File: config.mk
export PLATFORM = sky130hd
export DESIGN_NAME = pcm_sequencer
export DESIGN_NICKNAME = d
export VERILOG_FILES = /design/src/logic/pcm_pkg.sv /design/src/logic/pcm_sequencer.sv
export SDC_FILE = /design/constraint.sdc
export NUM_CORES = 1
export LEC_CHECK = 0
export CAP_MARGIN = 5
export CORE_AREA = 2 2 181 183
export DETAILED_ROUTE_END_ITERATION = 8
export DIE_AREA = 0 0 183 185
export DONT_BUFFER_PORTS = 1
export PLACE_DENSITY = 0.55
export SYNTH_ARGS = -nofsm -noshare
export SYNTH_HDL_FRONTEND = slang
export SYNTH_SLANG_ARGS = --single-unit
File: constraint.sdc
create_clock -name clk_i -period 4.05 [get_ports clk_i]
set_clock_uncertainty 0.1 [all_clocks]
set_input_delay 0.405 -clock clk_i [delete_from_list [all_inputs] [get_ports clk_i]]
set_output_delay 0.405 -clock clk_i [all_outputs]
set_load 0.03 [all_outputs]
File: src/logic/pcm_pkg.sv
// shared constants for the port charging mode sequencer
package pcm_pkg;
   localparam int NUM_PORTS = 4;
   // axi4-lite register map (byte addresses)
   localparam logic [7:0] OFS_CHARGE_CFG = 8'h00;
   localparam logic [7:0] OFS_AUTO_CFG = 8'h04;
   localparam logic [7:0] OFS_DEV_CFG3 = 8'h08;
   localparam logic [7:0] OFS_OFF_TIME = 8'h0c;
   localparam logic [7:0] OFS_STATUS = 8'h10;
   localparam logic [7:0] OFS_MODE = 8'h14;
   // field positions
   localparam int BIT_AUTO_N = 1;
   localparam int BIT_HIGH_DIV = 4;
   localparam int BIT_TRY_ALL = 0;
   localparam int BIT_COMPAT_N = 1;
   // reset values and axi response codes
   localparam logic [3:0] RST_CHARGE_EN = 4'h0;
   localparam logic [7:0] RST_AUTO_CFG = 8'h10;
   localparam logic [7:0] RST_DEV_CFG3 = 8'h02;
   localparam logic [15:0] RST_OFF_CYCLES = 16'h0100;
   localparam logic [1:0] RESP_OKAY = 2'b00;
   localparam logic [1:0] RESP_SLVERR = 2'b10;
   typedef enum logic [2:0]
   {
      MODE_NONE = 3'b000,
      MODE_CDP = 3'b001,
      MODE_DCP = 3'b010,
      MODE_DIV3 = 3'b011,
      MODE_DIV2 = 3'b100,
      MODE_DIV1 = 3'b101,
      MODE_COMPAT = 3'b110
   } pcm_mode_t;
endpackage : pcm_pkg

File: src/logic/pcm_sequencer.sv
// per-port charging mode sequencer with axi4-lite configuration registers
// Function
// - per-port charge enable from config or pins
// - cdp when vbus high, configured, powered
// - disabled port gives no charging indication
// - dcp fallback after divider modes
// - divider/compat only when unconnected and auto
// - active-low auto enable; off means dcp
// - high divider default; cleared gives middle without try-all
// - unconnected enabled port drives power enable
// - start highest divider, hold until pull-up
// - divider pull-up: power off, compat or dcp
// - compat pull-up: power off, go dcp
// - dcp pull-up or data-detect: back to divider
// - try-all tries every divider level
// - no try-all, no compat: level and dcp
// - compat inserted before dcp
// - compat no try-all: high, compat, dcp
// - latch straps at reset release
// - pin-only mode uses sampled straps
//
// The implementer's own choices: register access over AXI4-Lite and the address map.
`timescale 1ns/1ps
module pcm_sequencer
(
   input wire logic clk_i,
   input wire logic rst_n_i,
   input wire logic [3:0] port_charge_enable_pins_i,
   input wire logic auto_sequence_pin_n_i,
   input wire logic try_all_levels_pin_i,
   input wire logic power_switching_strap_n_i,
   input wire logic ganged_strap_i,
   input wire logic serial_mode_strap_n_i,
   input wire logic power_enable_polarity_strap_i,
   input wire logic config_memory_present_i,
   input wire logic upstream_vbus_high_i,
   input wire logic upstream_configured_i,
   input wire logic [3:0] host_port_power_i,
   input wire logic [3:0] dp_pullup_i,
   input wire logic [3:0] data_detect_voltage_i,
   input wire logic [7:0] s_axi_awaddr,
   input wire logic s_axi_awvalid,
   output logic s_axi_awready,
   input wire logic [31:0] s_axi_wdata,
   input wire logic [3:0] s_axi_wstrb,
   input wire logic s_axi_wvalid,
   output logic s_axi_wready,
   output logic [1:0] s_axi_bresp,
   output logic s_axi_bvalid,
   input wire logic s_axi_bready,
   input wire logic [7:0] s_axi_araddr,
   input wire logic s_axi_arvalid,
   output logic s_axi_arready,
   output logic [31:0] s_axi_rdata,
   output logic [1:0] s_axi_rresp,
   output logic s_axi_rvalid,
   input wire logic s_axi_rready,
   output logic [3:0] port_power_enable_o,
   output logic [11:0] port_mode_o,
   output logic power_switching_n_o,
   output logic ganged_o,
   output logic power_enable_polarity_o
);
   typedef struct packed {
      logic released;
      logic [3:0] pin_en;
      logic pin_auto_n;
      logic pin_try_all;
      logic strap_pwr_n;
      logic strap_gang;
      logic strap_ser_n;
      logic strap_pol;
      logic [3:0] cfg_en;
      logic [7:0] auto_cfg;
      logic [7:0] dev_cfg3;
      logic [15:0] off_cycles;
      logic aw_got;
      logic [7:0] aw_addr;
      logic w_got;
      logic [31:0] w_data;
      logic [3:0] w_strb;
      logic awready;
      logic wready;
      logic bvalid;
      logic [1:0] bresp;
      logic arready;
      logic rvalid;
      logic [31:0] rdata;
      logic [1:0] rresp;
      logic [3:0][2:0] mode;
      logic [3:0][15:0] off_cnt;
      logic [3:0] pwr;
      logic [3:0] dp_seen;
   } pcm_state_t;

   pcm_state_t st_reg;
   pcm_state_t st_next;

   logic pin_mode;
   logic [3:0] en_eff;
   logic auto_on;
   logic try_all;
   logic compat_on;
   logic high_div;
   logic connected;
   logic [1:0] wr_resp;

   // pin-only strapping applies when serial slave is off and no memory found
   assign pin_mode = !st_reg.strap_ser_n ? 1'b0 : !config_memory_present_i;
   assign en_eff = pin_mode ? st_reg.pin_en : st_reg.cfg_en;
   assign auto_on = pin_mode ? !st_reg.pin_auto_n
      : !st_reg.auto_cfg[pcm_pkg::BIT_AUTO_N];
   assign try_all = pin_mode ? st_reg.pin_try_all
      : st_reg.dev_cfg3[pcm_pkg::BIT_TRY_ALL];
   assign compat_on = pin_mode ? !st_reg.pin_try_all
      : !st_reg.dev_cfg3[pcm_pkg::BIT_COMPAT_N];
   assign high_div = pin_mode ? 1'b1 : st_reg.auto_cfg[pcm_pkg::BIT_HIGH_DIV];
   assign connected = upstream_vbus_high_i;

   function automatic logic [2:0] first_div(input logic all, input logic hi);
      begin
         first_div = (all || hi) ? 3'(pcm_pkg::MODE_DIV3) : 3'(pcm_pkg::MODE_DIV2);
      end
   endfunction : first_div

   // mode following a detected pull-up in any sequencing mode
   function automatic logic [2:0] next_mode(input logic [2:0] cur, input logic all,
      input logic comp, input logic hi);
      logic [2:0] after_div;
      begin
         after_div = comp ? 3'(pcm_pkg::MODE_COMPAT) : 3'(pcm_pkg::MODE_DCP);
         next_mode = 3'(pcm_pkg::MODE_DCP);
         if (cur == 3'(pcm_pkg::MODE_DIV3))
         begin
            next_mode = all ? 3'(pcm_pkg::MODE_DIV2) : after_div;
         end
         else if (cur == 3'(pcm_pkg::MODE_DIV2))
         begin
            next_mode = all ? 3'(pcm_pkg::MODE_DIV1) : after_div;
         end
         else if (cur == 3'(pcm_pkg::MODE_DIV1))
         begin
            next_mode = after_div;
         end
         else if (cur == 3'(pcm_pkg::MODE_COMPAT))
         begin
            next_mode = 3'(pcm_pkg::MODE_DCP);
         end
         else
         begin
            next_mode = first_div(all, hi);
         end
      end
   endfunction : next_mode

   always_comb
   begin
      st_next = st_reg;
      wr_resp = pcm_pkg::RESP_OKAY;
      // straps caught once, on the first clock after reset release
      st_next.released = 1'b1;
      if (!st_reg.released)
      begin
         st_next.pin_en = port_charge_enable_pins_i;
         st_next.pin_auto_n = auto_sequence_pin_n_i;
         st_next.pin_try_all = try_all_levels_pin_i;
         st_next.strap_pwr_n = power_switching_strap_n_i;
         st_next.strap_gang = ganged_strap_i;
         st_next.strap_ser_n = serial_mode_strap_n_i;
         st_next.strap_pol = power_enable_polarity_strap_i;
      end

      // axi write: address and data accepted in either order
      st_next.awready = !st_reg.aw_got && !st_reg.bvalid;
      st_next.wready = !st_reg.w_got && !st_reg.bvalid;
      if (s_axi_awvalid && st_reg.awready)
      begin
         st_next.aw_got = 1'b1;
         st_next.aw_addr = s_axi_awaddr;
         st_next.awready = 1'b0;
      end
      if (s_axi_wvalid && st_reg.wready)
      begin
         st_next.w_got = 1'b1;
         st_next.w_data = s_axi_wdata;
         st_next.w_strb = s_axi_wstrb;
         st_next.wready = 1'b0;
      end
      if (st_reg.aw_got && st_reg.w_got && !st_reg.bvalid)
      begin
         unique case (st_reg.aw_addr)
            pcm_pkg::OFS_CHARGE_CFG:
               if (st_reg.w_strb[0]) st_next.cfg_en = st_reg.w_data[3:0];
            pcm_pkg::OFS_AUTO_CFG:
               if (st_reg.w_strb[0]) st_next.auto_cfg = st_reg.w_data[7:0];
            pcm_pkg::OFS_DEV_CFG3:
               if (st_reg.w_strb[0]) st_next.dev_cfg3 = st_reg.w_data[7:0];
            pcm_pkg::OFS_OFF_TIME:
            begin
               if (st_reg.w_strb[0]) st_next.off_cycles[7:0] = st_reg.w_data[7:0];
               if (st_reg.w_strb[1]) st_next.off_cycles[15:8] = st_reg.w_data[15:8];
            end
            pcm_pkg::OFS_STATUS, pcm_pkg::OFS_MODE: wr_resp = pcm_pkg::RESP_OKAY;
            default: wr_resp = pcm_pkg::RESP_SLVERR;
         endcase
         st_next.bvalid = 1'b1;
         st_next.bresp = wr_resp;
         st_next.aw_got = 1'b0;
         st_next.w_got = 1'b0;
      end
      if (st_reg.bvalid && s_axi_bready)
      begin
         st_next.bvalid = 1'b0;
      end

      // axi read
      st_next.arready = !st_reg.rvalid && !st_reg.arready;
      if (s_axi_arvalid && st_reg.arready)
      begin
         st_next.arready = 1'b0;
         st_next.rvalid = 1'b1;
         st_next.rresp = pcm_pkg::RESP_OKAY;
         unique case (s_axi_araddr)
            pcm_pkg::OFS_CHARGE_CFG: st_next.rdata = {28'h0, st_reg.cfg_en};
            pcm_pkg::OFS_AUTO_CFG: st_next.rdata = {24'h0, st_reg.auto_cfg};
            pcm_pkg::OFS_DEV_CFG3: st_next.rdata = {24'h0, st_reg.dev_cfg3};
            pcm_pkg::OFS_OFF_TIME: st_next.rdata = {16'h0, st_reg.off_cycles};
            pcm_pkg::OFS_STATUS: st_next.rdata = {20'h0, pin_mode, st_reg.strap_pol,
               st_reg.strap_ser_n, st_reg.strap_gang, st_reg.strap_pwr_n,
               st_reg.pin_try_all, st_reg.pin_auto_n, connected, st_reg.pwr};
            pcm_pkg::OFS_MODE: st_next.rdata = {20'h0, st_reg.mode};
            default:
            begin
               st_next.rdata = 32'h0;
               st_next.rresp = pcm_pkg::RESP_SLVERR;
            end
         endcase
      end
      if (st_reg.rvalid && s_axi_rready)
      begin
         st_next.rvalid = 1'b0;
      end

      // per-port charging sequencer
      for (int p = 0; p < pcm_pkg::NUM_PORTS; p++)
      begin
         st_next.dp_seen[p] = dp_pullup_i[p] || data_detect_voltage_i[p];
         if (!en_eff[p])
         begin
            st_next.mode[p] = 3'(pcm_pkg::MODE_NONE);
            st_next.pwr[p] = host_port_power_i[p];
            st_next.off_cnt[p] = 16'h0;
         end
         else if (connected)
         begin
            // leaving the unconnected sequence abandons any off step
            st_next.off_cnt[p] = 16'h0;
            st_next.pwr[p] = host_port_power_i[p];
            st_next.mode[p] = (upstream_configured_i && host_port_power_i[p])
               ? 3'(pcm_pkg::MODE_CDP) : 3'(pcm_pkg::MODE_NONE);
         end
         else if (!auto_on)
         begin
            st_next.mode[p] = 3'(pcm_pkg::MODE_DCP);
            st_next.pwr[p] = 1'b1;
            st_next.off_cnt[p] = 16'h0;
         end
         else if (st_reg.off_cnt[p] != 16'h0)
         begin
            st_next.off_cnt[p] = st_reg.off_cnt[p] - 16'h1;
            st_next.pwr[p] = (st_reg.off_cnt[p] == 16'h1);
         end
         else if (st_reg.mode[p] == 3'(pcm_pkg::MODE_NONE)
            || st_reg.mode[p] == 3'(pcm_pkg::MODE_CDP))
         begin
            st_next.mode[p] = first_div(try_all, high_div);
            st_next.pwr[p] = 1'b1;
         end
         else if ((st_reg.mode[p] == 3'(pcm_pkg::MODE_DCP)) ? st_reg.dp_seen[p]
            : dp_pullup_i[p])
         begin
            // sequence step: new mode set at once while power drops for the programmed time
            st_next.mode[p] = next_mode(st_reg.mode[p], try_all, compat_on,
               high_div);
            st_next.pwr[p] = 1'b0;
            st_next.off_cnt[p] = (st_reg.off_cycles == 16'h0) ? 16'h1 : st_reg.off_cycles;
         end
         else
         begin
            st_next.pwr[p] = 1'b1;
         end
      end
   end

   always_ff @(posedge clk_i)
   begin
      if (!rst_n_i)
      begin
         st_reg <= '0;
         st_reg.cfg_en <= pcm_pkg::RST_CHARGE_EN;
         st_reg.auto_cfg <= pcm_pkg::RST_AUTO_CFG;
         st_reg.dev_cfg3 <= pcm_pkg::RST_DEV_CFG3;
         st_reg.off_cycles <= pcm_pkg::RST_OFF_CYCLES;
         st_reg.strap_pwr_n <= 1'b1;
         st_reg.strap_ser_n <= 1'b1;
      end
      else
      begin
         st_reg <= st_next;
      end
   end

   assign s_axi_awready = st_reg.awready;
   assign s_axi_wready = st_reg.wready;
   assign s_axi_bvalid = st_reg.bvalid;
   assign s_axi_bresp = st_reg.bresp;
   assign s_axi_arready = st_reg.arready;
   assign s_axi_rvalid = st_reg.rvalid;
   assign s_axi_rdata = st_reg.rdata;
   assign s_axi_rresp = st_reg.rresp;
   assign port_power_enable_o = st_reg.pwr;
   assign port_mode_o = st_reg.mode;
   assign power_switching_n_o = st_reg.strap_pwr_n;
   assign ganged_o = st_reg.strap_gang;
   assign power_enable_polarity_o = st_reg.strap_pol;

   chk_disabled_no_mode: assert property (@(posedge clk_i) disable iff (!rst_n_i)
      !en_eff[0] |=> st_reg.mode[0] == 3'(pcm_pkg::MODE_NONE))
      else $error("disabled port shows a charging mode");
   chk_cdp_when_up: assert property (@(posedge clk_i) disable iff (!rst_n_i)
      en_eff[0] && connected && upstream_configured_i && host_port_power_i[0]
      |=> st_reg.mode[0] == 3'(pcm_pkg::MODE_CDP))
      else $error("cdp not selected");
   chk_no_auto_dcp: assert property (@(posedge clk_i) disable iff (!rst_n_i)
      en_eff[0] && !connected && !auto_on
      |=> st_reg.mode[0] == 3'(pcm_pkg::MODE_DCP) && st_reg.pwr[0])
      else $error("dcp not used with auto off");
   chk_connect_stops: assert property (@(posedge clk_i) disable iff (!rst_n_i)
      connected |=> st_reg.off_cnt[0] == 16'h0 && st_reg.mode[0] != 3'(pcm_pkg::MODE_DIV3))
      else $error("sequence not stopped on connect");
   chk_off_step_power: assert property (@(posedge clk_i) disable iff (!rst_n_i)
      en_eff[0] && !connected && auto_on && st_reg.off_cnt[0] > 16'h1
      && $stable(en_eff) && $stable(connected) && $stable(auto_on) |=> !st_reg.pwr[0])
      else $error("power back on during off step");
   chk_div_to_compat: assert property (@(posedge clk_i) disable iff (!rst_n_i)
      en_eff[0] && !connected && auto_on && !try_all && compat_on
      && st_reg.off_cnt[0] == 16'h0 && st_reg.mode[0] == 3'(pcm_pkg::MODE_DIV3)
      && dp_pullup_i[0] |=> st_reg.mode[0] == 3'(pcm_pkg::MODE_COMPAT) && !st_reg.pwr[0])
      else $error("divider pull-up did not go to compat");
   chk_compat_to_dcp: assert property (@(posedge clk_i) disable iff (!rst_n_i)
      en_eff[0] && !connected && auto_on && st_reg.off_cnt[0] == 16'h0
      && st_reg.mode[0] == 3'(pcm_pkg::MODE_COMPAT) && dp_pullup_i[0]
      |=> st_reg.mode[0] == 3'(pcm_pkg::MODE_DCP))
      else $error("compat pull-up did not go to dcp");
   chk_try_all_order: assert property (@(posedge clk_i) disable iff (!rst_n_i)
      en_eff[0] && !connected && auto_on && try_all && st_reg.off_cnt[0] == 16'h0
      && st_reg.mode[0] == 3'(pcm_pkg::MODE_DIV3) && dp_pullup_i[0]
      |=> st_reg.mode[0] == 3'(pcm_pkg::MODE_DIV2))
      else $error("try-all skipped middle level");
   chk_dcp_back_div: assert property (@(posedge clk_i) disable iff (!rst_n_i)
      en_eff[0] && !connected && auto_on && st_reg.off_cnt[0] == 16'h0
      && st_reg.mode[0] == 3'(pcm_pkg::MODE_DCP) && st_reg.dp_seen[0]
      |=> !st_reg.pwr[0] && st_reg.mode[0] != 3'(pcm_pkg::MODE_DCP))
      else $error("dcp detect did not restart divider");
   chk_start_high: assert property (@(posedge clk_i) disable iff (!rst_n_i)
      en_eff[0] && !connected && auto_on && high_div && st_reg.off_cnt[0] == 16'h0
      && st_reg.mode[0] == 3'(pcm_pkg::MODE_NONE)
      |=> st_reg.mode[0] == 3'(pcm_pkg::MODE_DIV3) && st_reg.pwr[0])
      else $error("sequence did not start at highest level");
   chk_start_middle: assert property (@(posedge clk_i) disable iff (!rst_n_i)
      en_eff[0] && !connected && auto_on && !try_all && !high_div
      && st_reg.off_cnt[0] == 16'h0 && st_reg.mode[0] == 3'(pcm_pkg::MODE_NONE)
      |=> st_reg.mode[0] == 3'(pcm_pkg::MODE_DIV2))
      else $error("sequence did not start at middle level");
   chk_bvalid_hold: assert property (@(posedge clk_i) disable iff (!rst_n_i)
      s_axi_bvalid && !s_axi_bready |=> s_axi_bvalid)
      else $error("write response dropped early");
endmodule : pcm_sequencer

After elaboration in Yosys (flattened, before gate mapping)
Index checks and enable logic that the tools add are counted.
W data, S select, Z words.

storage, ports and cells
  memories kept = 0
  output and inout bits = 60
  bits in read-only memories = 0
  bits in latches = 0
  bits in writable memories = 0
  input bits = 84
  logic and storage cells = 304
  flip-flop bits (word level) = 218

operators by class
  $lt $le $gt $ge = 0
  shifts and indexed selects = 0
  add/subtract/negate cells = 4
  mux-type cells = 131
  $mul = 0
  div/mod/pow operators = 0
  equality and inequality tests = 50
  reductions and logical operators = 77
  bitwise logic cells = 6

operators with widths
  kind                     number
  $mux W16                 26
  $mux W218                1
  $mux W3                  45
  $pmux W16 S6             1
  $mux W37                 2
  $eq A16 B1 Y1 const B    4
  $reduce_bool A16 Y1      4
  $sub A16 B1 Y16 const B  4
  $mux W8                  6
  $mux W1                  42
  $eq A3 B3 Y1 const B     12
  $mux W36                 1
  $eq A8 B4 Y1 const B     4
  $eq A8 B5 Y1 const B     4
  $eq A3 B2 Y1 const B     8
  $reduce_and A2 Y1        12
  $eq A8 B3 Y1 const B     2
  $logic_not A16 Y1        1
  $logic_not A8 Y1         2
  $ne A4 B2 Y1 const B     4
  $reduce_or A4 Y1         4
  $reduce_and A3 Y1        5
  $logic_and A1 B1 Y1      14
  $eq A3 B1 Y1 const B     4
  13 further kinds         56

Logic depth before layout (Yosys ltp)
Gate-level depths: netlist of run 1.

  word-level depth = 16
  gate-level depth with buffers = 8
  mapped depth without buffers = 7

Worst setup path after synthesis of run 1
No wires, ideal clock.

  path type = register to register
  start point = reg st_reg[162] (netlist bit)
  end point = reg st_reg[199] (netlist bit)
  slack = 1.642 ns
  cell stages (with the launch flop) = 7
  arrival time = 2.178 ns
  cells stage by stage = dfxtp_1 > or4_4 > or4_4 > or4b_4 > buf_6 > mux2i_1 > nand2_1

between the ends
  cells in the longest elaborated chain, start to end = 2

ends and longest elaborated chain
  item                                RTL line              text
  start: declaration                  pcm_sequencer.sv:96   pcm_state_t st_reg;
  start signal: assignment            pcm_sequencer.sv:309  st_reg <= st_next;
  $eq A8 B3 Y1                        pcm_sequencer.sv:191  unique case (st_reg.aw_addr)
  $reduce_and A3 Y1 (no source line)  -

No other way between the ends.
A chain may end at the register's enable or synchronous reset.

Worst setup path after layout of run 1
  start point = reg st_reg[8] (netlist bit)
  end point = reg st_reg[11] (netlist bit)

between the ends
  cells in the longest elaborated chain, start to end = 3

ends and longest elaborated chain
  item
  parallel branches: the longest is 3 deep, another holds $sub A16 B1 Y16

Several ways; the timed one is not identified.

==> flow_metrics.tcl, run 1 <==
set metrics [dict create \
    hp-class "in2reg" \
    clock_latency_ps 450 \
    cts_buffer_depth 2 \
    met1_length_um 13500 \
    arrival_ps 3080 \
    area_growth_pct 10.7 \
    final_min_period_over_clock_period_pct 70.0 \
    wl_met2_um 13100 \
    fp.dieH_um 185 \
    route.detailed.drc 0 \
    yosysMostFrequentCell "dfxtp_1" \
    synthCells 1140 \
    endpoint_kind "register" \
    vdd_drop_max_mv 0.262 \
    cellPowerDensity_mw_per_mm2 363 \
    utilization_pct 32.7 \
    vias 8357 \
    met3_length_um 2540 \
    synth_top_area_cell "dfxtp_1" \
    final_area_sq_mm 0.0105 \
    fin_tns_setup_ps 0 \
    core_area_sq_mm 0.0320 \
    ys_top_cells_by_area "dfxtp_1 38%, mux2i_1 6.7%, nand2_1 4.9%" \
    n_fill_cell 3384 \
    ys_ff_latch 182 \
    synth_ff_type "dfxtp_1" \
    path_clk_slew_ps 70 \
    cp_max_fo 12 \
    drt_iter0_markers 821 \
    initial_core_util_pct 29.5 \
    antennaDiodeCount 0 \
    hold_depth 2 \
    antenna_found_initial 0 \
    r2r_start "st_reg[8]" \
    ys_types 69 \
    slew_viol_final 0 \
    place_hpwl_um 20900 \
    ant_nets 0 \
    place_inst 1458 \
    cp.required_ps 4290 \
    r2r_setup_slack_ps 1210 \
    cp.depth 7 \
    gr-usage-all-layers_pct 17.6 \
    critPathSlowestCell "nor2_1" \
    highest_layer "met4" \
    fp.dieArea_sq_mm 0.0339 \
    gp_congestion 0.878 \
    grt_pass1_wl_um 46000 \
    crit_end "st_reg[11]" \
    startpoint "st_reg[8]" \
    worst_pin_slew_ps 894 \
    syn_avg_cell_area_sq_um 8.31 \
    numCtsBuffers 17 \
    first_pass_iters 5 \
    rows 66 \
    viasPerCell 5.46 \
    clock_sinks 182 \
    synthArstFlopShare_pct 0 \
    largest_reg_flops 140 \
    status "completed" \
    placed_cell_area_sq_mm 0.00946 \
    fin_crit_ps 2840 \
    grt_pass1_vias 7800 \
    tritoncts "done" \
    maxSlewHeadroom_pct 40.4 \
    routed_wl_um 29700 \
    hold_viol 0 \
    ys_top_cells_by_count "182 x dfxtp_1, 123 x nand2_1, 119 x nor2_1" \
    grt_max_degree 77 \
    synth_seq_area_share_pct 38.5 \
    io_buffers 0 \
    root_buffer "clkbuf_16" \
    dieWidth_um 183 \
    post_cts_resize_count 0 \
    max_freq_mhz 352 \
    worstRegToRegCells 7 \
    worstPathCellList "inv_1 > ha_1 > nor4b_1 > nand4_1 > nor2_1 > a221oi_1 > a211oi_1" \
    drive_gt1_share_pct 4.81 \
    cp_top_family "simple AND/OR/NAND/NOR gates" \
    setup_violations 0 \
    maxCapViolCount 0 \
    start_kind "register" \
    ys_warn_count 0 \
    htreeDepth 4 \
    cp_num_buf_inv 1 \
    p_leak_nw 3.86 \
    nets 1206 \
    cp_slowest_stage_delay_ps 670 \
    wl_per_cell_um 19.4 \
    synth_top_area_share_pct 38.5 \
    r2r-end "st_reg[11]" \
    synth_edf_count 0 \
    finalNonFillerCells 1531 \
    syn_area_sq_mm 0.00947 \
    rsz0062_at_grt "no" \
    worst-setup-path-type "reg2reg" \
    boundaryPins 144 \
    grt_overflow 0 \
]
[metrics by stage]
step	power, mW	hold slack [ps]	worst slack (ps)
after floorplan	2.07	317	1640
after detailed placement	2.08	342	1270
final	3.81	14.0	1210
after CTS	3.84	0.165	1230
after global routing	3.93	7.79	906
after global placement	2.08	342	1310
[placed cells by master (no fill, tap or decap), types with 14 or more instances in the layout]
master,instances
a211oi_1,58
a21oi_1,70
a22oi_1,15
a31oi_1,19
and2_1,14
clkbuf_16,17
conb_1,18
dfxtp_1,182
dlygate4sd3_1,41
inv_1,20
mux2i_1,63
nand2_1,123
nand3_1,31
nor2_1,119
nor3_1,38
nor4_1,21
o21ai_0,38
xnor2_1,16
[cells by family after synthesis]
kind of cell	synth area share, %
fa+ha+maj	1.59
mux	7.14
buf+inv	7.49
compound gates	20.0
xor+xnor	2.59
other cells	0.0396
simple gates	22.6
flops	38.5
[final cells by class]
type	count	area, sq um	area share [%]
multi-input combinational	841	5180	49.4
sequential	182	3640	34.8
tap	408	510	4.87
timing repair buffer	47	455	4.35
clock buffer	18	429	4.10
clock inverter	14	184	1.76
inverter	21	78.8	0.752
[worst min path at each step]
| stage | slack, ps | from | to |
|---|---|---|---|
| floorplan | 320 | s_axi_rdata[4] | s_axi_rdata[4] |
| detailed placement | 340 | rst_n_i | st_reg[217] |
| finish | 10 | port_charge_enable_pins_i[3] | st_reg[216] |
| global route | 8 | auto_sequence_pin_n_i | st_reg[212] |
| CTS | 0.2 | port_charge_enable_pins_i[3] | st_reg[216] |
| global placement | 340 | rst_n_i | st_reg[217] |
[where the power goes]
group	internal, mW	leakage (nW)	switching (mW)
sequential	1.82	1.47	0.0575
combinational	0.0785	2.09	0.121
clock	0.891	0.295	0.837
[layer usage]
layer,vias to the layer above,global-route usage (%)
met3,38,4.86
met4,0,5.02
met1,3985,23.7
met5,-,0
met2,275,27.5
li1,4059,-
[what timing repair did]
action,CTS,global route
hold buffers,41,0
buffers inserted,0,0
endpoints found under the hold margin,45,0
[worst register-to-register path, cell delays in order (launching register included)]
cell      delay (ps)
dfxtp_1          360
inv_1            120
ha_1             240
nor4b_1          340
nand4_1          490
nor2_1           670
a221oi_1         190
a211oi_1         240
Power figures use the tool's default switching activity.
==> run 2: changes to the inputs <==
--- a/config.mk
+++ b/config.mk
@@ -10,7 +10,7 @@
 export DETAILED_ROUTE_END_ITERATION = 8
 export DIE_AREA = 0 0 183 185
 export DONT_BUFFER_PORTS = 1
-export PLACE_DENSITY = 0.55
+export PLACE_DENSITY = 0.57
 export SYNTH_ARGS = -nofsm -noshare
 export SYNTH_HDL_FRONTEND = slang
 export SYNTH_SLANG_ARGS = --single-unit
==> constraint.sdc (replaced) <==
create_clock -name clk_i -period 2.55 [get_ports clk_i]
set_clock_uncertainty 0.1 [all_clocks]
set_input_delay 0.255 -clock clk_i [delete_from_list [all_inputs] [get_ports clk_i]]
set_output_delay 0.255 -clock clk_i [all_outputs]
set_load 0.03 [all_outputs]
==> flow_metrics.tcl, run 2 (synthesis gave the netlist of run 1 again) <==
set metrics [dict create \
    final_area_sq_mm 0.0112 \
    tritoncts "done" \
    fin_tns_setup_ps 0 \
    fp.dieH_um 185 \
    start_kind "register" \
    seqPwrFrac_pct 48.0 \
    worst_pin_slew_ps 823 \
    cts_buffer_depth 2 \
    nets 1292 \
    worst-setup-path-type "reg2reg" \
    vias 8685 \
    p_int_mw 4.51 \
    maxSlewHeadroom_pct 44.9 \
    path_clk_slew_ps 80 \
    route.detailed.drc 0 \
    drt_iter0_markers 643 \
    finalNonFillerCells 1619 \
    cp_max_fo 8 \
    cp.required_ps 2760 \
    first_pass_iters 5 \
    grt_max_degree 54 \
    grt_use_met3_pct 4.70 \
    viasPerCell 5.36 \
    rsz0062_at_grt "yes" \
    endpoint_kind "register" \
    clock_latency_ps 450 \
    rows 66 \
    layout_setup_ws_ps 45.9 \
    grt_pass1_vias 8055 \
    dp_slack_ps 64.0 \
    place_inst 1526 \
    boundaryPins 144 \
    p_sw_mw 1.68 \
    met2_usage_pct 27.7 \
    use_met1_pct 24.7 \
    maxCapViolCount 0 \
    ant_nets 0 \
    io_buffers 0 \
    p_leak_nw 4.29 \
    max_freq_mhz 399 \
    gr-usage-all-layers_pct 18.0 \
    slew_viol_final 0 \
    arrival_ps 2710 \
    routed_wl_um 30400 \
    vdd_drop_max_mv 0.367 \
    cellPowerDensity_mw_per_mm2 552 \
    final_min_period_over_clock_period_pct 98.2 \
    antenna_found_initial 0 \
    status "completed" \
    wl_per_cell_um 18.8 \
    htreeDepth 4 \
    swShare_pct 27.2 \
    finalPower_mw 6.19 \
    final_cell_mix "182 x dfxtp_1, 123 x nand2_1, 119 x nor2_1, 75 x buf_4, 70 x a21oi_1" \
    grt.busiest_layer "met2" \
    setup_violations 0 \
    clock_sinks 182 \
    fin_crit_ps 2500 \
    dieWidth_um 183 \
    core_area_sq_mm 0.0320 \
    gp_congestion 0.925 \
    numCtsBuffers 17 \
    layout_commonest_cell "dfxtp_1" \
    largest_reg_flops 140 \
    grt_pass1_wl_um 46900 \
    p_comb_share_pct 6.3 \
    placed_cell_area_sq_mm 0.00997 \
    initial_core_util_pct 29.5 \
    hp-class "in2reg" \
    grt_overflow 0 \
    post_cts_resize_count 0 \
    drive_gt1_share_pct 10.3 \
    fp.dieArea_sq_mm 0.0339 \
    root_buffer "clkbuf_16" \
    clkPwrFrac_pct 45.8 \
    hold_viol 0 \
    place_hpwl_um 21700 \
    area_growth_pct 18.4 \
]
-- run 2: changes by cell type in the layout (fill, tap and decap cells not counted), sizes merged --
cell | previous run | this run
dlygate4sd3 | 41 | 57
buf | 6 | 76
diode | 0 | 2
-- run 2: critical path: stages, from the launching register on --
cell and delay [ps]:
dfxtp_1 320, or4_4 550, or4_4 530, or4b_4 620, mux2i_1 200, nor2_1 50
-- run 2: metrics by stage --
| step | util, % | hold slack [ps] |
|---|---|---|
| 2_1_floorplan | - | 183 |
| 3_5_place_dp | 31.1 | 187 |
| 3_3_place_gp | 31.1 | 187 |
| 5_1_grt | 35.0 | 10.9 |
| 4_1_cts | 34.9 | 16.0 |
| 6_report | 35.0 | 29.6 |
-- run 2: area by class of cell --
type	instances	area, sq um
clock inverters	14	200
clock buffers	18	439
fillers	3274	20800
inverters	21	78.8
diodes	2	5.00
multi-input cells	841	5180
repair buffers	133	1150
well taps	408	510
flip-flops and latches	182	3640
-- run 2: path summary, 6_finish.rpt --
| path | start | to | slack [ps] | depth (start not counted) |
|---|---|---|---|---|
| min reg2reg | st_reg[168] | st_reg[168] | 360 | 2 |
| min | s_axi_araddr[2] | s_axi_rdata[7] | 30 | 2 |
| max | st_reg[162] | st_reg[195] | 50 | 5 |
| max reg2reg | st_reg[162] | st_reg[195] | 50 | 5 |
-- run 2: metal layers --
layer | routed length [um] | vias to the layer above
met1 | 14200 | 4138
met3 | 2360 | 40
met2 | 13200 | 295
li1 | - | 4212
met5 | 0 | -
met4 | 609 | 0
-- run 2: power groups by stage --
| stage | sequential [mW] | clock (mW) | combinational [mW] |
|---|---|---|---|
| finish | 2.97 | 2.83 | 0.388 |
| global route | 2.98 | 2.99 | 0.422 |
| CTS | 2.97 | 2.87 | 0.382 |
| detailed placement | 3.04 | 0 | 0.289 |
| global placement | 3.04 | 0 | 0.285 |
| floorplan | 3.00 | 0 | 0.282 |
-- run 2: timing repair --
action,CTS,global route
endpoints found under the setup margin,0,4
endpoints found under the hold margin,75,0
hold buffers,58,0
buffers inserted,0,1
